**config.mk**
```make
export PLATFORM = sky130hd
export DESIGN_NAME = bib_info_bank
export DESIGN_NICKNAME = d
export VERILOG_FILES = /design/src/pkg/bib_pkg.sv /design/src/verilog/bib_nv_loader.sv /design/src/verilog/bib_info_bank.sv
export SDC_FILE = /design/constraint.sdc
export NUM_CORES = 1
export LEC_CHECK = 0
export ABC_CLOCK_PERIOD_IN_PS = 2540
export BUFFER_PORTS_ARGS = -buffer_cell sky130_fd_sc_hd__buf_2
export CAP_MARGIN = 15
export CORE_MARGIN = 3
export CORE_UTILIZATION = 54
export DETAILED_ROUTE_END_ITERATION = 10
export MAX_ROUTING_LAYER = met4
export PLACE_DENSITY = 0.76
export SLEW_MARGIN = 20
export SYNTH_ARGS = -nofsm -noshare
export SYNTH_HDL_FRONTEND = slang
export SYNTH_SLANG_ARGS = --single-unit
```
**constraint.sdc**
```tcl
create_clock -name sys_clk_i -period 2.54 [get_ports sys_clk_i]
set_input_delay 0.254 -clock sys_clk_i [delete_from_list [all_inputs] [get_ports sys_clk_i]]
set_output_delay 0.254 -clock sys_clk_i [all_outputs]
set_load 0.005 [all_outputs]
```
**src/pkg/bib_pkg.sv**
```systemverilog
// Constants and types shared by the board information bank
package bib_pkg;

  // ==========================================================
  // Parameter numbers seen by the parameter read call
  // ==========================================================
  localparam int NUM_W = 16;
  localparam logic [NUM_W-1:0] NUM_BOARD_TYPE = 16'h07D0;
  localparam logic [NUM_W-1:0] NUM_HW_REV = 16'h07DA;
  localparam logic [NUM_W-1:0] NUM_EXP_REV = 16'h07DB;
  localparam logic [NUM_W-1:0] NUM_DATE = 16'h07E4;
  localparam logic [NUM_W-1:0] NUM_SERIAL = 16'h07EE;
  localparam logic [NUM_W-1:0] NUM_MAX_RATE = 16'h0834;
  localparam logic [NUM_W-1:0] NUM_MEM_BYTES = 16'h083E;
  localparam logic [NUM_W-1:0] NUM_OPTIONS = 16'h0848;
  localparam logic [NUM_W-1:0] NUM_IRQ_LINE = 16'h08FC;

  // ==========================================================
  // Word slots in the nonvolatile image and local store
  // ==========================================================
  localparam int NV_WORDS = 8;
  localparam int IDX_W = 3;
  localparam logic [IDX_W-1:0] IDX_BOARD_TYPE = 3'h0;
  localparam logic [IDX_W-1:0] IDX_HW_REV = 3'h1;
  localparam logic [IDX_W-1:0] IDX_EXP_REV = 3'h2;
  localparam logic [IDX_W-1:0] IDX_DATE = 3'h3;
  localparam logic [IDX_W-1:0] IDX_SERIAL = 3'h4;
  localparam logic [IDX_W-1:0] IDX_MAX_RATE = 3'h5;
  localparam logic [IDX_W-1:0] IDX_MEM_BYTES = 3'h6;
  localparam logic [IDX_W-1:0] IDX_OPTIONS = 3'h7;
  localparam logic [IDX_W-1:0] IDX_LAST = 3'h7;

  // ==========================================================
  // Field layouts
  // ==========================================================
  localparam logic [31:0] HW_REV_MASK = 32'h0000FFFF;
  localparam int HW_REV_BASE_LSB = 8;
  localparam logic [31:0] DATE_MASK = 32'hFFFF00FF;
  localparam logic [31:0] DATE_UNUSED = 32'h0000FF00;
  localparam int IRQ_W = 8;
  localparam logic [31:0] WORD_ZERO = 32'h00000000;

  // ==========================================================
  // Installed option bits
  // ==========================================================
  localparam int OPT_MULTI_BIT = 0;
  localparam int OPT_DIGITAL_BIT = 1;
  localparam int OPT_GATE_BIT = 5;
  localparam int OPT_SYNC_BIT = 9;
  localparam int OPT_TIMESTAMP_BIT = 10;
  localparam int OPT_HUB_BIT = 11;
  localparam int OPT_XIO_BIT = 13;
  localparam int OPT_AMP_BIT = 14;
  localparam logic [31:0] OPT_DEFINED = 32'h00006E23;

  // ==========================================================
  // Sample storage
  // ==========================================================
  localparam int NARROW_SAMPLE_BITS = 8;
  localparam logic [1:0] BPS_NARROW = 2'h1;
  localparam logic [1:0] BPS_WIDE = 2'h2;

  // ==========================================================
  // Bank sequencing
  // ==========================================================
  typedef enum logic [2:0] {
    BIB_WAIT_INIT = 3'b001,
    BIB_LOADING = 3'b010,
    BIB_READY = 3'b100
  } bib_state_e;

endpackage

```
**src/verilog/bib_nv_loader.sv**
```systemverilog
// Sequencer copying the board information image out of nonvolatile memory
`timescale 1ns/100ps
module bib_nv_loader import bib_pkg::*; (
  input wire logic sys_clk_i,
  input wire logic rst_n_i,
  input wire logic start_i,
  input wire logic nv_ack_i,
  input wire logic [31:0] nv_data_i,
  output logic nv_req_o,
  output logic [IDX_W-1:0] nv_addr_o,
  output logic st_we_o,
  output logic [IDX_W-1:0] st_idx_o,
  output logic [31:0] st_data_o,
  output logic done_o
);

  logic busy_reg, busy_next;
  logic [IDX_W-1:0] idx_reg, idx_next;
  logic we_reg, we_next;
  logic [IDX_W-1:0] widx_reg, widx_next;
  logic [31:0] wdata_reg, wdata_next;
  logic done_reg, done_next;

  // ==========================================================
  // Walk the image one word per acknowledge
  // ==========================================================
  always_comb begin
    busy_next = busy_reg;
    idx_next = idx_reg;
    we_next = 1'b0;
    widx_next = widx_reg;
    wdata_next = wdata_reg;
    done_next = 1'b0;
    if (!busy_reg && start_i) begin
      busy_next = 1'b1;
      idx_next = IDX_BOARD_TYPE;
    end else if (busy_reg && nv_ack_i) begin
      we_next = 1'b1;
      widx_next = idx_reg;
      wdata_next = nv_data_i;
      if (idx_reg == IDX_LAST) begin
        busy_next = 1'b0;
        done_next = 1'b1;
      end else begin
        idx_next = idx_reg + 1'b1;
      end
    end
  end

  always_ff @(posedge sys_clk_i or negedge rst_n_i) begin
    if (!rst_n_i) begin
      busy_reg <= 1'b0;
      idx_reg <= IDX_BOARD_TYPE;
      we_reg <= 1'b0;
      widx_reg <= IDX_BOARD_TYPE;
      wdata_reg <= WORD_ZERO;
      done_reg <= 1'b0;
    end else begin
      busy_reg <= busy_next;
      idx_reg <= idx_next;
      we_reg <= we_next;
      widx_reg <= widx_next;
      wdata_reg <= wdata_next;
      done_reg <= done_next;
    end
  end

  // Request held until the memory answers the last word
  assign nv_req_o = busy_reg;
  assign nv_addr_o = idx_reg;
  assign st_we_o = we_reg;
  assign st_idx_o = widx_reg;
  assign st_data_o = wdata_reg;
  assign done_o = done_reg;

endmodule // bib_nv_loader

```
**src/verilog/bib_info_bank.sv**
```systemverilog
// Read-only board information bank behind the parameter read port
`timescale 1ns/100ps
module bib_info_bank import bib_pkg::*; #(
  parameter int SAMPLE_BITS = 8,
  parameter bit IS_GENERATOR = 1'b0
) (
  input wire logic sys_clk_i,
  input wire logic rst_n_i,
  input wire logic init_done_i,
  input wire logic nv_ack_i,
  input wire logic [31:0] nv_data_i,
  input wire logic [IRQ_W-1:0] irq_line_i,
  input wire logic rd_i,
  input wire logic wr_i,
  input wire logic [NUM_W-1:0] num_i,
  output logic nv_req_o,
  output logic [IDX_W-1:0] nv_addr_o,
  output logic rd_ready_o,
  output logic rd_valid_o,
  output logic [31:0] rd_data_o,
  output logic rd_err_o,
  output logic wr_ignored_o,
  output logic wr_err_o,
  output logic loaded_o,
  output logic [1:0] bytes_per_sample_o,
  output logic [31:0] mem_samples_o
);

  localparam logic [1:0] BPS = (SAMPLE_BITS == NARROW_SAMPLE_BITS) ? BPS_NARROW : BPS_WIDE;

  // ==========================================================
  // Helpers
  // ==========================================================
  // Bit IDX_W flags a hit, low bits give the slot
  function automatic logic [IDX_W:0] decode(input logic [NUM_W-1:0] n);
    logic [IDX_W:0] r;
    r = '0;
    case (n)
      NUM_BOARD_TYPE: r = {1'b1, IDX_BOARD_TYPE};
      NUM_HW_REV: r = {1'b1, IDX_HW_REV};
      NUM_EXP_REV: r = {1'b1, IDX_EXP_REV};
      NUM_DATE: r = {1'b1, IDX_DATE};
      NUM_SERIAL: r = {1'b1, IDX_SERIAL};
      NUM_MAX_RATE: r = {1'b1, IDX_MAX_RATE};
      NUM_MEM_BYTES: r = {1'b1, IDX_MEM_BYTES};
      NUM_OPTIONS: r = {1'b1, IDX_OPTIONS};
      default: r = '0;
    endcase
    return r;
  endfunction

  // Image bits that carry no meaning never reach software
  function automatic logic [31:0] sanitize(input logic [IDX_W-1:0] i, input logic [31:0] d);
    logic [31:0] r;
    r = d;
    case (i)
      IDX_HW_REV: r = d & HW_REV_MASK;
      IDX_DATE: r = d & DATE_MASK;
      IDX_OPTIONS: begin
        r = d & OPT_DEFINED;
        if (!r[OPT_SYNC_BIT]) begin
          r[OPT_HUB_BIT] = 1'b0;
        end
        if (!IS_GENERATOR) begin
          r[OPT_AMP_BIT] = 1'b0;
        end
      end
      default: r = d;
    endcase
    return r;
  endfunction

  // ==========================================================
  // Image loader
  // ==========================================================
  logic ld_start, ld_we, ld_done;
  logic [IDX_W-1:0] ld_idx;
  logic [31:0] ld_data;

  bib_nv_loader bib_nv_loader_inst (
    .sys_clk_i(sys_clk_i),
    .rst_n_i(rst_n_i),
    .start_i(ld_start),
    .nv_ack_i(nv_ack_i),
    .nv_data_i(nv_data_i),
    .nv_req_o(nv_req_o),
    .nv_addr_o(nv_addr_o),
    .st_we_o(ld_we),
    .st_idx_o(ld_idx),
    .st_data_o(ld_data),
    .done_o(ld_done)
  );

  // ==========================================================
  // Bank sequencing
  // ==========================================================
  bib_state_e state_reg, state_next;

  always_comb begin
    state_next = state_reg;
    ld_start = 1'b0;
    case (state_reg)
      BIB_WAIT_INIT: begin
        if (init_done_i) begin
          ld_start = 1'b1;
          state_next = BIB_LOADING;
        end
      end
      BIB_LOADING: begin
        if (ld_done) begin
          state_next = BIB_READY;
        end
      end
      BIB_READY: state_next = BIB_READY;
      default: state_next = BIB_WAIT_INIT;
    endcase
  end

  always_ff @(posedge sys_clk_i or negedge rst_n_i) begin
    if (!rst_n_i) begin
      state_reg <= BIB_WAIT_INIT;
    end else begin
      state_reg <= state_next;
    end
  end

  // ==========================================================
  // Information store
  // ==========================================================
  // Only the loader writes here; the host port has no path in
  logic [31:0] store_reg [NV_WORDS];
  logic [31:0] store_next [NV_WORDS];
  logic [31:0] samples_reg, samples_next;

  always_comb begin
    store_next = store_reg;
    if (ld_we) begin
      store_next[ld_idx] = sanitize(ld_idx, ld_data);
    end
    samples_next = store_reg[IDX_MEM_BYTES] >> (BPS - 2'h1);
  end

  always_ff @(posedge sys_clk_i or negedge rst_n_i) begin
    if (!rst_n_i) begin
      for (int k = 0; k < NV_WORDS; k++) begin
        store_reg[k] <= WORD_ZERO;
      end
      samples_reg <= WORD_ZERO;
    end else begin
      store_reg <= store_next;
      samples_reg <= samples_next;
    end
  end

  // ==========================================================
  // Parameter read and write port
  // ==========================================================
  // Reads made before the image is in are held, not answered with zeros
  logic pend_reg, pend_next;
  logic [NUM_W-1:0] pnum_reg, pnum_next;
  logic valid_reg, valid_next;
  logic [31:0] data_reg, data_next;
  logic err_reg, err_next;
  logic wign_reg, wign_next;
  logic werr_reg, werr_next;
  logic [IDX_W:0] rd_hit;

  always_comb begin
    pend_next = pend_reg;
    pnum_next = pnum_reg;
    valid_next = 1'b0;
    data_next = data_reg;
    err_next = 1'b0;
    rd_hit = decode(pnum_reg);
    if (!pend_reg && rd_i) begin
      pend_next = 1'b1;
      pnum_next = num_i;
    end
    if (pend_reg && state_reg == BIB_READY) begin
      pend_next = 1'b0;
      valid_next = 1'b1;
      if (pnum_reg == NUM_IRQ_LINE) begin
        data_next = {{(32-IRQ_W){1'b0}}, irq_line_i};
      end else if (rd_hit[IDX_W]) begin
        data_next = store_reg[rd_hit[IDX_W-1:0]];
      end else begin
        data_next = WORD_ZERO;
        err_next = 1'b1;
      end
    end
    // Writes are acknowledged but never stored
    wign_next = wr_i && (decode(num_i) != '0 || num_i == NUM_IRQ_LINE);
    werr_next = wr_i && !(decode(num_i) != '0 || num_i == NUM_IRQ_LINE);
  end

  always_ff @(posedge sys_clk_i or negedge rst_n_i) begin
    if (!rst_n_i) begin
      pend_reg <= 1'b0;
      pnum_reg <= NUM_BOARD_TYPE;
      valid_reg <= 1'b0;
      data_reg <= WORD_ZERO;
      err_reg <= 1'b0;
      wign_reg <= 1'b0;
      werr_reg <= 1'b0;
    end else begin
      pend_reg <= pend_next;
      pnum_reg <= pnum_next;
      valid_reg <= valid_next;
      data_reg <= data_next;
      err_reg <= err_next;
      wign_reg <= wign_next;
      werr_reg <= werr_next;
    end
  end

  assign rd_ready_o = !pend_reg;
  assign rd_valid_o = valid_reg;
  assign rd_data_o = data_reg;
  assign rd_err_o = err_reg;
  assign wr_ignored_o = wign_reg;
  assign wr_err_o = werr_reg;
  assign loaded_o = (state_reg == BIB_READY);
  assign bytes_per_sample_o = BPS;
  assign mem_samples_o = samples_reg;

  // ==========================================================
  // Checks
  // ==========================================================
  property p_wr_keeps_store;
    @(posedge sys_clk_i) disable iff (!rst_n_i)
    (wr_i && state_reg == BIB_READY) |=> $stable(store_reg[IDX_OPTIONS]) && $stable(store_reg[IDX_SERIAL]);
  endproperty
  a_wr_keeps_store: assert property (p_wr_keeps_store) else $error("write changed the bank");

  property p_ready_answer;
    @(posedge sys_clk_i) disable iff (!rst_n_i)
    (rd_i && rd_ready_o && state_reg == BIB_READY) |=> pend_reg ##1 (rd_valid_o && !pend_reg);
  endproperty
  a_ready_answer: assert property (p_ready_answer) else $error("read not answered in two cycles");

  property p_hw_rev_fields;
    @(posedge sys_clk_i) disable iff (!rst_n_i)
    (pend_reg && state_reg == BIB_READY && pnum_reg == NUM_HW_REV)
      |=> rd_valid_o && rd_data_o[31:16] == 16'h0000 && rd_data_o == store_reg[IDX_HW_REV];
  endproperty
  a_hw_rev_fields: assert property (p_hw_rev_fields) else $error("hardware revision malformed");

  property p_date_fields;
    @(posedge sys_clk_i) disable iff (!rst_n_i)
    (pend_reg && state_reg == BIB_READY && pnum_reg == NUM_DATE) |=> (rd_data_o & DATE_UNUSED) == WORD_ZERO;
  endproperty
  a_date_fields: assert property (p_date_fields) else $error("date unused byte set");

  property p_hub_needs_sync;
    @(posedge sys_clk_i) disable iff (!rst_n_i)
    store_reg[IDX_OPTIONS][OPT_HUB_BIT] |-> store_reg[IDX_OPTIONS][OPT_SYNC_BIT];
  endproperty
  a_hub_needs_sync: assert property (p_hub_needs_sync) else $error("star hub without sync");

  property p_amp_generator;
    @(posedge sys_clk_i) disable iff (!rst_n_i)
    ld_we ##1 (!IS_GENERATOR) |-> !store_reg[IDX_OPTIONS][OPT_AMP_BIT];
  endproperty
  a_amp_generator: assert property (p_amp_generator) else $error("amplifier bit on non-generator");

  property p_opt_defined;
    @(posedge sys_clk_i) disable iff (!rst_n_i)
    (pend_reg && state_reg == BIB_READY && pnum_reg == NUM_OPTIONS) |=> (rd_data_o & ~OPT_DEFINED) == WORD_ZERO;
  endproperty
  a_opt_defined: assert property (p_opt_defined) else $error("undefined option bit");

  property p_irq_line;
    @(posedge sys_clk_i) disable iff (!rst_n_i)
    (pend_reg && state_reg == BIB_READY && pnum_reg == NUM_IRQ_LINE)
      |=> rd_data_o == {{(32-IRQ_W){1'b0}}, $past(irq_line_i)} && !rd_err_o;
  endproperty
  a_irq_line: assert property (p_irq_line) else $error("interrupt line mismatch");

  property p_samples;
    @(posedge sys_clk_i) disable iff (!rst_n_i)
    ##1 mem_samples_o == ($past(store_reg[IDX_MEM_BYTES]) >> (BPS - 2'h1));
  endproperty
  a_samples: assert property (p_samples) else $error("sample count wrong");

endmodule // bib_info_bank

```
Word-level counts from Yosys, hierarchy flattened
Index checks and enable logic that the tools add are counted.
Widths: inputs -> output; s select.
{"block": "totals", "register_bits": 385, "in_bits": 62, "out_inout_bits": 76, "word_cells": 112}
{"block": "classes", "add_sub_neg": 1, "magnitude_cmp": 3, "n_eq_ne": 28, "muxes": 35, "bitwise": 3, "reduce_logical": 19}
{"cell": "$bwmux 256", "count": 1}
{"cell": "$mux 32", "count": 6}
{"cell": "$eq 16x11->1 const B", "count": 10}
{"cell": "$eq 16x12->1 const B", "count": 8}
{"cell": "$bmux 32 s3", "count": 1}
{"cell": "$demux 32 s3", "count": 1}
{"cell": "$pmux 32 s3", "count": 1}
{"cell": "$pmux 4 s8", "count": 2}
{"cell": "$mux 1", "count": 17}
{"cell": "$mux 3", "count": 5}
{"cell": "$eq 3x3->1 const B", "count": 3}
{"cell": "$pmux 3 s3", "count": 1}
{"cell": "$ge 4x4->1 const B", "count": 2}
{"cell": "$not 3->4", "count": 2}
{"cell": "$reduce_and 2->1", "count": 4}
{"cell": "$logic_and 1x1->1", "count": 7}
{"cell": "$eq 3x1->1 const B", "count": 2}
{"cell": "$eq 3x2->1 const B", "count": 2}
{"cell": "$reduce_bool 2->1", "count": 3}
{"cell": "$lt 4x1->1 const B", "count": 1}
{"cell": "$ne 2x1->1 const B", "count": 2}
{"cell": "$reduce_bool 4->1", "count": 1}
{"cell": "$add 3x1->3 const B", "count": 1}
{"cell": "$logic_not 1->1", "count": 3}
{"cell": "3 further kinds", "count": 3}

Longest topological paths before layout
Gate-level depths: netlist of the first run.
{"block": "depth", "word_depth": 8, "depth_mapped": 12, "depth_no_buf": 7}

Cells and area by module
A second synthesis of the first run with hierarchy kept.
{"block": "hier_totals", "cells_unflattened": 1344, "area_unflattened_um2": 16324.4}
{"mod": "bib_info_bank", "n_inst": 1, "cells_per_inst": 1244, "area_each_um2": 14574.0, "seq_area_each_um2": 8617.0}
{"mod": "bib_nv_loader", "n_inst": 1, "cells_per_inst": 100, "area_each_um2": 1750.4, "seq_area_each_um2": 1026.0}

Worst setup path after synthesis of the first run
Ideal clock, no wire load.
{"block": "synth_path", "kind": "reg-to-reg", "startpoint": "register pnum_reg[1]", "endpoint": "register data_reg[10], in the netlist rd_data_o[10]", "setup_ns": 0.122, "arrival_ns": 2.396, "required_ns": 2.418, "slack_ns": 0.022, "stages_incl_launch_ff": 12, "n_path_buf": 4, "synth_period_minus_slack_ns": 2.518, "cell_sequence": "dfrtp_1 buf_6 nor4b_2 or4b_4 a21oi_2 or2_1 buf_4 buf_12 buf_4 mux2i_1 a222oi_1 a32o_1"}
{"block": "synth_via", "elab_chain_len": 8, "elab_cells_between_ends": 16, "classes_between": "eq/ne: 9; mux: 6; bitwise: 1"}
{"element": "from (decl)", "line_no": "bib_info_bank.sv:160", "text": "logic [NUM_W-1:0] pnum_reg, pnum_next;"}
{"element": "from (signal assigned)", "line_no": "bib_info_bank.sv:207", "text": "pnum_reg <= pnum_next;"}
{"element": "$eq 16x12->1 or $eq 16x11->1 (tied branches)", "line_no": "bib_info_bank.sv:38", "text": "case (n)"}
{"element": "$pmux 4 s8", "line_no": "bib_info_bank.sv:38"}
{"element": "$not 3->4 (implied by the code)", "line_no": "bib_info_bank.sv:185", "text": "data_next = store_reg[rd_hit[IDX_W-1:0]];"}
{"element": "$bmux 32 s3", "line_no": "bib_info_bank.sv:185"}
{"element": "$mux 32 (implied by the code) (2 in series)", "line_no": "bib_info_bank.sv:185"}
{"element": "$mux 32", "line_no": "bib_info_bank.sv:184", "text": "end else if (rd_hit[IDX_W]) begin"}
{"element": "$mux 32 *", "line_no": "bib_info_bank.sv:182", "text": "if (pnum_reg == NUM_IRQ_LINE) begin"}
{"element": "to (signal assigned)", "line_no": "bib_info_bank.sv:209", "text": "data_reg <= data_next;"}
{"element": "to (decl)", "line_no": "bib_info_bank.sv:162", "text": "logic [31:0] data_reg, data_next;"}
Every way passes the cells marked *; elsewhere a longest branch is shown, timed or not. The select of a mux whose other input is x is not followed.
A chain may end at the register's enable or synchronous reset.

Worst setup path in the final report of the first run
{"block": "layout_path", "startpoint": "register pnum_reg[3]", "endpoint": "register data_reg[30], in the netlist rd_data_o[30]"}
The elaborated chain is that of the path after synthesis.

==> results of run 1 <==
-- layout make-up --
type,count,area (µm²),area share (%)
repair buffers,262,2190,11.1
flip-flops and latches,385,9640,48.9
inverters,12,45.0,0.229
clock buffers,60,1230,6.23
multi-input cells,874,6010,30.5
clock inverters,11,113,0.571
well taps,384,480,2.44
-- cell families after synthesis --
group / synth area share, %
compound gates: 10.4
mux: 13.7
fa+ha+maj: 0.156
other cells: 0.0469
simple gates: 12.3
flops: 60.2
buf+inv: 3.07
xor+xnor: 0.164
-- repair_timing --
item | in CTS | in global routing
pin swaps | 7 | 37
buffers inserted | 6 | 7
setup endpoints to repair | 29 | 32
gates cloned | 3 | 7
hold buffers | 40 | 0
endpoints found under the hold margin | 91 | 0
gates resized for setup | 5 | 15
-- placed cells by master (no fill, tap or decap), drive strengths merged, types with 7 or more instances in the layout --
cell / Yosys / final
a21oi: 8 / 8
a222oi: 27 / 27
a22o: 8 / 8
a31o: 8 / 8
a32o: 19 / 19
and2: 51 / 51
buf: 24 / 215
clkbuf: 64 / 66
clkinv: 0 / 7
dfrtp: 378 / 378
dfstp: 7 / 7
dlygate4sd3: 0 / 40
inv: 12 / 14
mux2: 121 / 121
mux2i: 83 / 83
nand2: 248 / 248
nand3: 10 / 10
nand3b: 31 / 31
nor2: 23 / 23
o21ai: 158 / 158
-- worst max-delay path: cells and delay by family, from the launching register on --
family,cells,cell delay (ns)
buf+inv,2,0.37
mux,1,0.24
simple gates,3,1.08
flops,1,0.41
compound gates,3,0.51
-- where the power goes --
group          internal, mW  leakage [nW]  switching [mW]  total [mW]
clock network          3.54         0.671            2.31        5.85
registers              8.22          4.94            1.35        9.58
logic                  2.06          3.51            2.52        4.58
-- per-layer routing --
metal  share of wire (%)  up-vias
met3                 7.1       74
li1                    -     5240
met4                 2.3        0
met1                  42     5890
met2                  48      439
met5                   0        -
-- path summary, 6_finish.rpt --
kind	startpoint	to	slack, ns	cells after the start
min reg2reg	samples_next[31]	mem_samples_o[31]	0.41	0
max in group asynchronous	rst_n_i	bib_nv_loader_inst.st_data_o[15]	1.50	3
min	num_i[8]	pnum_reg[8]	0.02	2
min in group asynchronous	rst_n_i	wr_err_o	0.27	2
max reg2reg	pnum_reg[3]	rd_data_o[30]	-0.17	9
max	pnum_reg[3]	rd_data_o[30]	-0.17	9
-- through the flow --
stage	hold slack, ns	cells	cell area, µm²	TNS (ns)
floorplan	-0.0416	1359	16000	0
global placement	0.229	1854	17500	-0.190
detailed placement	0.227	1854	17500	-2.34
CTS	0.000738	1974	19400	-2.30
global route	0.00226	1988	19700	-6.31
finish	0.0191	1988	19700	-2.84
==> metrics.sh, run 1 <==
DETAIL_ROUTE.DRC_VIOLATIONS=0
AVGSYNTHCELLAREA_UM2=11.8
DRTPASS1ITERATIONS=8
UNREPAIRED_SETUP_ENDPOINTS_AFTER_GLOBAL_ROUTING='yes'
FINAL_CORE_UTIL_PCT=68.1
IO_PINS=138
FIN_WS_NS=-0.175
NETS=1639
CLK_PIN_SLEW_WORST_PATHS_NS=0.06
CRIT_PATH_TOP_DELAY_CELL='sky130_fd_sc_hd__or4b_4'
REPORT.POWER.TOTAL_mW=20.0
GRT_MAX_DEGREE=70
CRITICAL_PATH_CLASS='flop to flop'
VIAS=11600
MAX_FREQ_MHz=368
VIOLATIONS='setup timing'
POSTSYNTHNETCOUNT=1423
DETAIL_ROUTE_ANTENNA_NETS=0
WIRE_PER_INST_UM=20.5
SYNTH-EDFF-COUNT=0
ANTENNA_FOUND_INITIAL=0
FIN_WORST_SKEW_NS=0.00977
SLEW-LIMIT-HEADROOM_PCT=56.7
SETUP_VIOL_COUNT_FINAL=32
YOSYS_WARNINGS=0
DRIVE_ABOVE_1_SHARE_PCT=27.7
CAP_VIOLATIONS=0
CORE_REGION_AREA_UM2=28900
H_TREE_LEVELS=2
DRT_WL_TOTAL_MM=40.7
GRT_OVERFLOW_TOTAL=0
PORT-BUFFER-COUNT=135
SYNTH-SEQ-AREA-SHARE_PCT=60.2
DR.FIRST_ITER.DRC_COUNT=1070
INITIAL_CORE_UTIL_PCT=55.3
TOP_COUNT_CELL_POST_SYNTH='sky130_fd_sc_hd__dfrtp_1'
PLACEMENT_STAGE_WORST_SETUP_SLACK_NS=-0.220
CRITICAL_PATH_PEAK_FANOUT=10
POSTSYNTHREGISTERBITS=385
IR_WORST_VDD_V=0.000650
OUTCOME='finished, violations left'
NUM-FILL-CELLS=2035
FINALHOLDVIOLCOUNT=0
CTS_TREE='done'
WORSTSETUPENDPOINTTYPE='flop'
PLACE_CONGESTION=0.872
CP_CELL_SEQUENCE='nor4b_4 -> or4b_4 -> a21oi_4 -> or2_4 -> buf_6 -> clkbuf_16 -> mux2i_1 -> a222oi_1 -> a32o_1'
GLOBALROUTEMET2UTIL_PCT=41.9
MAXSLEWVIOLCOUNT=0
CP_STARTPOINT_KIND='flop'
YS_ASYNC_SR_FRACTION_PCT=100
CTS_ROOT_BUF='sky130_fd_sc_hd__clkbuf_16'
GLOBAL_ROUTE.USAGE.TOTAL_PCT=26.3
DIE-WIDTH_UM=178
WORST_MIN_PATH_CLASS='input port to flop'
GROUTE.LAYER.MET1.USAGE_PCT=35.5
AVGVIACOUNTPERCELL=5.86
INSERTION_DELAY_NS=0.52
POWER_DENSITY_nW_PER_UM2=1020
TIMING.FINAL.CRIT_PERIOD_NS=2.71
SYNTH_CELLS=1359
ANTENNA_CELLS_INSERTED=0
MAX-CLOCK-PATH-BUFFERS=3
LARGEST_REGISTER_FFS=224
NETLIST_TOP_CELLS_AREA='sky130_fd_sc_hd__dfrtp_1 59%, sky130_fd_sc_hd__mux2_2 8.5%, sky130_fd_sc_hd__nand2_1 5.8%, sky130_fd_sc_hd__mux2i_1 5.2%, sky130_fd_sc_hd__o21ai_0 4.9%'
MIN_PERIOD_OVER_PERIOD_PCT=107
DIE-HEIGHT_UM=178
TOTAL_DIE_AREA_UM2=31800
GLOBALROUTE.BUSIESTLAYER='met2'
MOST_USED_DFF_POST_SYNTH='sky130_fd_sc_hd__dfrtp_1'
NUM_ROWS=62
SYNTH_TOP_CELL_AREA_SHARE_PCT=59.1
CP_DATA_REQUIRED_TIME_NS=2.95
CTS_INSERTED_BUFFERS=40
PLACE_HPWL_MM=24.6
FLOW.AREA_GROWTH_FROM_SYNTHESIS_PCT=23.0
SYNTHESIS.AREA_UM2=16000
TRANSITION_TIME_OF_THE_TIGHTEST_SLEW_CHECK_PIN_NS=0.644
GRT_FIRST_PASS_WIRELENGTH_MM=64.1
P_LEAK_nW=9.12
SYNTH_AREA_LEADER_CELL='sky130_fd_sc_hd__dfrtp_1'
NUMBER_OF_GLOBAL_ROUTE_VIAS_BEFORE_REPAIR=11900
CTS.SINK_COUNT=385
GR-USAGE-MET3_PCT=4.60
SYNTH.TOP_CELLS.BY_COUNT='378 x sky130_fd_sc_hd__dfrtp_1, 248 x sky130_fd_sc_hd__nand2_1, 158 x sky130_fd_sc_hd__o21ai_0'
CRIT_PATH_MAX_INCR_DELAY_NS=0.52
SYNTH_CELL_TYPE_COUNT=58
TIMING.CRITICAL_PATH.ARRIVAL_NS=3.12
Note: power is estimated with default switching activity, not from simulation.
==> inputs of run 2 (changes only) <==
CORE_UTILIZATION = 56   (was 54)
CTS_BUF_LIST = sky130_fd_sc_hd__clkbuf_8   (was default)
PLACE_DENSITY = 0.79   (was 0.76)
RECOVER_POWER = 50   (was default)
==> run 2 against run 1 <==
Against the previous run: the run ends with capacitance limit, slew limit, setup timing left; non-clock buffer count rose by 18; critical path type unchanged; sequential share of layout area about the same; via count up 2.3%; combinational power up 1%; setup slack better by 0.066 ns; core utilization rose by 2.2 points; critical endpoint is now rd_data_o[14]; clock power decreased by 16%; register-to-register slack better by 0.07 ns.
==> metrics.sh, run 2 (same netlist as run 1, synthesis figures left out) <==
OUTCOME='finished, violations left'
VIOLATIONS='capacitance limit, slew limit, setup timing'
WORST_MIN_PATH_CLASS='input port to flop'
CRITICAL_PATH_CLASS='flop to flop'
GRT_OVERFLOW_TOTAL=0  # unchanged
FIN_WORST_SKEW_NS=0.0306  # +0.0209 ns
UNREPAIRED_SETUP_ENDPOINTS_AFTER_GLOBAL_ROUTING='yes'
IR_WORST_VDD_V=0.000667  # +2.6%
DETAIL_ROUTE.DRC_VIOLATIONS=0  # unchanged
FLOW.AREA_GROWTH_FROM_SYNTHESIS_PCT=22.9
PLACE_HPWL_MM=23.9  # -3.0%
GRT_MAX_DEGREE=74  # +5.7%
WORSTSETUPENDPOINTTYPE='flop'
NUM-FILL-CELLS=1906  # -6.3%
FIN_WS_NS=-0.108  # +0.0664 ns
POWER_DENSITY_nW_PER_UM2=973  # -4.2%
NUMBER_OF_GLOBAL_ROUTE_VIAS_BEFORE_REPAIR=12300  # +3.8%
MAX-CLOCK-PATH-BUFFERS=3  # unchanged
CP_DATA_REQUIRED_TIME_NS=3.06  # +0.11 ns
PORT-BUFFER-COUNT=135  # unchanged
LAYOUT.AREA.SEQ_UM2=9640  # unchanged
TOTAL_DIE_AREA_UM2=30700  # -3.5%
AVGVIACOUNTPERCELL=5.85  # about the same
INSERTION_DELAY_NS=0.63  # +0.11 ns
P_LEAK_nW=9.22  # +1.1%
LARGEST_REGISTER_FFS=224  # unchanged
ANTENNA_FOUND_INITIAL=0  # unchanged
TIMING.FINAL.CRIT_PERIOD_NS=2.65  # -0.0664 ns
CTS.SINK_COUNT=385  # unchanged
TIMING.CRITICAL_PATH.ARRIVAL_NS=3.17  # +0.05 ns
NUM_ROWS=61  # -1.6%
DRIVE_ABOVE_1_SHARE_PCT=27.4  # -0.27 points
CORE_REGION_AREA_UM2=28000  # -3.2%
CP_STARTPOINT_KIND='flop'
CLK_PIN_SLEW_WORST_PATHS_NS=0.06  # about the same
GRT_FIRST_PASS_WIRELENGTH_MM=65.6  # +2.4%
H_TREE_LEVELS=2  # unchanged
GLOBAL_ROUTE.USAGE.TOTAL_PCT=27.5  # +1.2 points
TRANSITION_TIME_OF_THE_TIGHTEST_SLEW_CHECK_PIN_NS=1.90  # +1.26 ns
REG2REG_SLACK_NS=-0.11  # +0.07 ns
CTS_INSERTED_BUFFERS=60  # +50%
DETAIL_ROUTE_ANTENNA_NETS=0  # unchanged
IO_PINS=138  # unchanged
INITIAL_CORE_UTIL_PCT=57.2  # +1.8 points
REPORT.POWER.TOTAL_mW=19.2  # -4.3%
MAXSLEWVIOLCOUNT=72  # +72
MOST-COMMON-LAYOUT-CELLS='378 x sky130_fd_sc_hd__dfrtp_1, 244 x sky130_fd_sc_hd__nand2_1, 158 x sky130_fd_sc_hd__o21ai_0'
CTS_ROOT_BUF='sky130_fd_sc_hd__clkbuf_8'
DIE-WIDTH_UM=175  # -1.7%
DRT_WL_TOTAL_MM=41.5  # +2.1%
CRITICAL_PATH_PEAK_FANOUT=5  # -5
VIAS=11900  # +2.3%
SETUP_VIOL_COUNT_FINAL=32  # unchanged
PLACE_CONGESTION=0.901  # +3.3%
FINALHOLDVIOLCOUNT=0  # unchanged
CTS_TREE='done'
MAX_FREQ_MHz=378  # +2.5%
WIRE_PER_INST_UM=20.4  # -0.28%
MULTI_INPUT_COMB_AREA_UM2=6060  # +0.87%
NETS=1679  # +2.4%
SLEW-LIMIT-HEADROOM_PCT=-26.9  # -84 points
MIN_PERIOD_OVER_PERIOD_PCT=104  # -2.6 points
FINAL_COMMON_CELL='sky130_fd_sc_hd__dfrtp_1'
DR.FIRST_ITER.DRC_COUNT=1089  # +1.8%
FINAL_CORE_UTIL_PCT=70.3  # +2.2 points
DIE-HEIGHT_UM=175  # -1.7%
DRTPASS1ITERATIONS=7  # -1
CAP_VIOLATIONS=1  # +1
-- run 2: changes by cell type in the layout (fill, tap and decap cells not counted), sizes merged --
| cell | delta |
|---|---|
| clkbuf | +9 |
| buf | -5 |
| clkinvlp | +1 |
| nor2 | +1 |
| diode | +1 |
| dlygate4sd3 | +22 |
| clkinv | -6 |
| bufbuf | -1 |
| or2 | +1 |
| inv | +30 |
-- run 2: per-stage QoR --
step           TNS [ns]  hold slack [ns]  instances  worst slack [ns]  instance area, µm²
6_report          -1.81            0.393       2035            -0.108               19700
5_1_grt          -11.49            0.378       2034            -0.193               19700
4_1_cts          -0.863            0.211       2024           -0.0621               19500
3_5_place_dp      -2.96            0.256       1840            -0.148               17500
3_3_place_gp      -1.79            0.257       1840            -0.117               17500
2_1_floorplan         0          -0.0416       1359            0.0224               16000
-- run 2: power breakdown --
group / total, mW / switching [mW] / internal (mW) / leakage, nW
clock network: 4.93 / 2.33 / 2.59 / 0.684
logic: 4.63 / 2.55 / 2.08 / 3.60
registers: 9.59 / 1.37 / 8.22 / 4.94
total: 19.2 / 6.26 / 12.9 / 9.22
-- run 2: per-layer routing --
metal,up-vias,global-route usage (%),wire length [µm]
li1,5317,-,-
met1,5990,37.2,17400
met2,525,43.2,20200
met3,81,4.78,3060
met4,0,8.68,885
met5,-,-,0
-- run 2: final cells by class --
| type | instances | share of cell area, % |
|---|---|---|
| Inverter | 12 | 0.229 |
| Antenna cell | 1 | 0.0127 |
| Clock buffer | 67 | 4.68 |
| Clock inverter | 36 | 1.04 |
| Multi-Input combinational cell | 876 | 30.8 |
| Timing Repair Buffer | 280 | 11.9 |
| Sequential cell | 385 | 49.0 |
| Tap cell | 378 | 2.40 |
-- run 2: worst max-delay path: stages (launching register included) --
cell	delay (ns)
sky130_fd_sc_hd__dfrtp_1	0.41
sky130_fd_sc_hd__nor4b_4	0.31
sky130_fd_sc_hd__or4b_4	0.52
sky130_fd_sc_hd__a21oi_4	0.15
sky130_fd_sc_hd__or2_4	0.20
sky130_fd_sc_hd__buf_8	0.15
sky130_fd_sc_hd__buf_12	0.12
sky130_fd_sc_hd__clkbuf_16	0.13
sky130_fd_sc_hd__mux2i_1	0.21
sky130_fd_sc_hd__a222oi_1	0.10
sky130_fd_sc_hd__a32o_1	0.27
-- run 2: path summary, 6_finish.rpt --
path / depth (start not counted) / start / endpoint
worst min register to register: 0 / samples_next[26] / mem_samples_o[26]
worst max register to register: 10 / pnum_reg[3] / rd_data_o[14]
worst min-delay path: 3 / nv_data_i[17] / bib_nv_loader_inst.st_data_o[17]
max in group asynchronous: 3 / rst_n_i / store_reg[176]
worst max-delay path: 10 / pnum_reg[3] / rd_data_o[14]
min in group asynchronous: 2 / rst_n_i / wr_ignored_o
-- run 2: what timing repair did --
item                                   CTS  global route
buffers inserted                        13             6
gates resized for setup                 12            22
setup endpoints to repair               32            32
gates cloned                             6             4
pin swaps                               13            31
hold buffers                            62             0
endpoints found under the hold margin  127             0
==> inputs of run 3 (changes only) <==
--- a/config.mk
+++ b/config.mk
@@ -9,5 +9,7 @@
 export BUFFER_PORTS_ARGS = -buffer_cell sky130_fd_sc_hd__buf_2
-export CAP_MARGIN = 15
+export CAP_MARGIN = 20
+export CELL_PAD_IN_SITES_DETAIL_PLACEMENT = 1
+export CELL_PAD_IN_SITES_GLOBAL_PLACEMENT = 2
 export CORE_MARGIN = 3
-export CORE_UTILIZATION = 56
+export CORE_UTILIZATION = 38
 export CTS_BUF_LIST = sky130_fd_sc_hd__clkbuf_8
@@ -15,3 +17,3 @@
 export MAX_ROUTING_LAYER = met4
-export PLACE_DENSITY = 0.79
+export PLACE_DENSITY = 0.78
 export RECOVER_POWER = 50
--- a/constraint.sdc
+++ b/constraint.sdc
@@ -3,2 +3,2 @@
 set_output_delay 0.254 -clock sys_clk_i [all_outputs]
-set_load 0.005 [all_outputs]
+set_load 0.1 [all_outputs]
==> run 3 against run 2 <==
Against the previous run: the flow finishes with violations (setup timing); core utilization decreased by 22 points; clock power increased by 16%; clock-buffer cell count grew 18.
==> metrics.sh, run 3 (same netlist as run 1, synthesis figures left out) <==
FINAL_AREA_UM2=20100  # +1.9%
IO_PINS=138  # unchanged
VIAS=11700  # -1.5%
IR_WORST_VDD_V=0.000692  # +3.7%
DR.FIRST_ITER.DRC_COUNT=836  # -23%
ANTENNA_CELLS_INSERTED=0  # -1
ANTENNA_FOUND_INITIAL=0  # unchanged
VIOLATIONS='setup timing'
WORSTSETUPENDPOINTTYPE='flop'
SETUP.WORST_PATH.START='pnum_reg[0]'
LAYOUTNONFILLERINSTCOUNT=2206  # +8.4%
INITIAL_CORE_UTIL_PCT=38.9  # -18 points
GRT_MAX_DEGREE=103  # +39%
CP_STARTPOINT_KIND='flop'
DIE-WIDTH_UM=211  # +21%
CORE_REGION_AREA_UM2=41200  # +47%
DRT_WL_TOTAL_MM=48.0  # +16%
UNREPAIRED_SETUP_ENDPOINTS_AFTER_GLOBAL_ROUTING='yes'
CRITICAL_PATH_PEAK_FANOUT=8  # +3
NETS=1686  # +0.42%
FLOW.AREA_GROWTH_FROM_SYNTHESIS_PCT=25.3
H_TREE_LEVELS=3  # +1
CP_CELL_SEQUENCE='nor4b_4 -> or4b_4 -> a21oi_4 -> or2_4 -> buf_12 -> buf_12 -> buf_16 -> mux2i_2 -> a222oi_1 -> a32o_2'
WIRE_PER_INST_UM=21.8  # +6.6%
MAX-CLOCK-PATH-BUFFERS=3  # unchanged
FIN_WS_NS=-0.0919  # +0.0164 ns
DETAIL_ROUTE_ANTENNA_NETS=0  # unchanged
TIMING.CRITICAL_PATH.ARRIVAL_NS=3.12  # -0.05 ns
MOST-COMMON-LAYOUT-CELLS='378 x sky130_fd_sc_hd__dfrtp_1, 243 x sky130_fd_sc_hd__nand2_1, 158 x sky130_fd_sc_hd__o21ai_0'
AVGVIACOUNTPERCELL=5.32  # -9.1%
POWER_DENSITY_nW_PER_UM2=1090  # +12%
CTS_INSERTED_BUFFERS=68  # +13%
FINALHOLDVIOLCOUNT=0  # unchanged
DRTPASS1ITERATIONS=6  # -1
INSERTION_DELAY_NS=0.62  # about the same
GLOBAL_ROUTE.USAGE.TOTAL_PCT=22.5  # -5.0 points
CAP_VIOLATIONS=0  # -1
GRT_OVERFLOW_TOTAL=0  # unchanged
PLACE_HPWL_MM=28.4  # +19%
P_LEAK_nW=9.30  # +0.91%
HP-START='nv_data_i[13]'
MAX_FREQ_MHz=380  # +0.62%
TOTAL_DIE_AREA_UM2=44600  # +46%
FINAL_COMMON_CELL='sky130_fd_sc_hd__dfrtp_1'
NUMBER_OF_GLOBAL_ROUTE_VIAS_BEFORE_REPAIR=12700  # +3.0%
NUM_ROWS=74  # +21%
SLEW-LIMIT-HEADROOM_PCT=8.47  # +35 points
PORT-BUFFER-COUNT=135  # unchanged
WORST_MIN_PATH_CLASS='input port to flop'
PLACEMENT_STAGE_WORST_SETUP_SLACK_NS=-0.135  # +0.0135 ns
MIN_PERIOD_OVER_PERIOD_PCT=104  # -0.64 points
CELL_COUNT_AFTER_PLACEMENT=1998  # +8.6%
TIMING.FINAL.CRIT_PERIOD_NS=2.63  # -0.0164 ns
DRIVE_ABOVE_1_SHARE_PCT=28.2  # +0.78 points
CRIT_PATH_TOP_DELAY_CELL='sky130_fd_sc_hd__or4b_4'
FIN_WORST_SKEW_NS=0.0277  # -0.00289 ns
CTS_ROOT_BUF='sky130_fd_sc_hd__clkbuf_8'
OUTCOME='finished, violations left'
CTS.SINK_COUNT=385  # unchanged
MAXSLEWVIOLCOUNT=0  # -100%
CTS_TREE='done'
DETAIL_ROUTE.DRC_VIOLATIONS=0  # unchanged
TRANSITION_TIME_OF_THE_TIGHTEST_SLEW_CHECK_PIN_NS=1.37  # -0.530 ns
REG2REG_FROM='pnum_reg[0]'
LARGEST_REGISTER_FFS=224  # unchanged
PLACED_CELL_AREA_UM2=17700  # +1.2%
DIE-HEIGHT_UM=211  # +21%
CRIT_PATH_MAX_INCR_DELAY_NS=0.51  # about the same
GRT_FIRST_PASS_WIRELENGTH_MM=75.3  # +15%
PLACE_CONGESTION=0.815  # -9.5%
CLK_PIN_SLEW_WORST_PATHS_NS=0.06  # about the same
CRITICAL_PATH_CLASS='flop to flop'
REPORT.POWER.TOTAL_mW=21.9  # +14%
SETUP_VIOL_COUNT_FINAL=24  # -25%
CPMOSTUSEDCELL='sky130_fd_sc_hd__buf_12'
CP_DATA_REQUIRED_TIME_NS=3.02  # -0.04 ns
==> run 3: changes by cell type in the layout (fill, tap and decap cells not counted), sizes merged <==
cell / change
diode: -1
inv: -1
clkbuf: +15
or2: -1
clkinv: +2
dlygate4sd3: +1
clkinvlp: +1
nor2: -1
bufinv: -1
buf: +3
==> run 3: timing repair <==
action                                 4_1_cts  5_1_grt
endpoints found under the hold margin      115        0
setup endpoints to repair                   31       32
pin swaps                                   20       30
resized for setup                            8       23
setup buffers                               12        3
hold buffers                                63        0
cloned                                       5        3
==> run 3: layout make-up <==
cell class | count | area (µm²)
Fill cell | 4302 | 21100
Clock inverter | 37 | 186
Tap cell | 532 | 666
Inverter | 12 | 45.0
Multi-Input combinational cell | 874 | 6030
Sequential cell | 385 | 9640
Timing Repair Buffer | 281 | 2320
Clock buffer | 85 | 1170
==> run 3: critical path: cells and delay by family (launching register included) <==
kind | cells | cell delay (ns)
and+or+nand+nor | 3 | 0.97
AOI/OAI and AO/OA | 3 | 0.53
DFF | 1 | 0.40
buffers and inverters | 3 | 0.39
muxes | 1 | 0.20
==> run 3: power breakdown <==
group / switching, mW / internal [mW] / leakage [nW] / total [mW]
Clock: 2.60 / 3.12 / 0.801 / 5.71
Sequential: 1.41 / 8.22 / 4.94 / 9.63
Combinational: 4.49 / 2.08 / 3.56 / 6.57
==> run 3: worst paths after layout <==
kind / slack [ns] / endpoint / cells past startpoint
setup / recovery: -0.09 / rd_data_o[17] / 10
hold / removal: 0.40 / bib_nv_loader_inst.st_data_o[13] / 3
setup reg to reg: -0.09 / rd_data_o[17] / 10
hold reg to reg: 0.40 / mem_samples_o[4] / 0
max in group asynchronous: 0.25 / mem_samples_o[13] / 3
min in group asynchronous: 0.50 / mem_samples_o[23] / 2
==> run 3: per-layer routing <==
metal | vias up | track usage (%) | wire (µm)
met2 | 227 | 36.2 | 23300
li1 | 5333 | - | -
met3 | 59 | 4.05 | 2050
met5 | - | - | 0
met4 | 0 | 5.59 | 648
met1 | 6115 | 29.8 | 22000
==> run 3: through the flow <==
step	hold slack, ns	TNS (ns)	util (%)
floorplan	-0.0416	0	-
global route	0.382	-8.82	48.7
detailed placement	0.212	-2.51	42.9
global placement	0.205	-0.620	42.9
CTS	0.136	-2.91	48.4
finish	0.398	-1.19	48.7
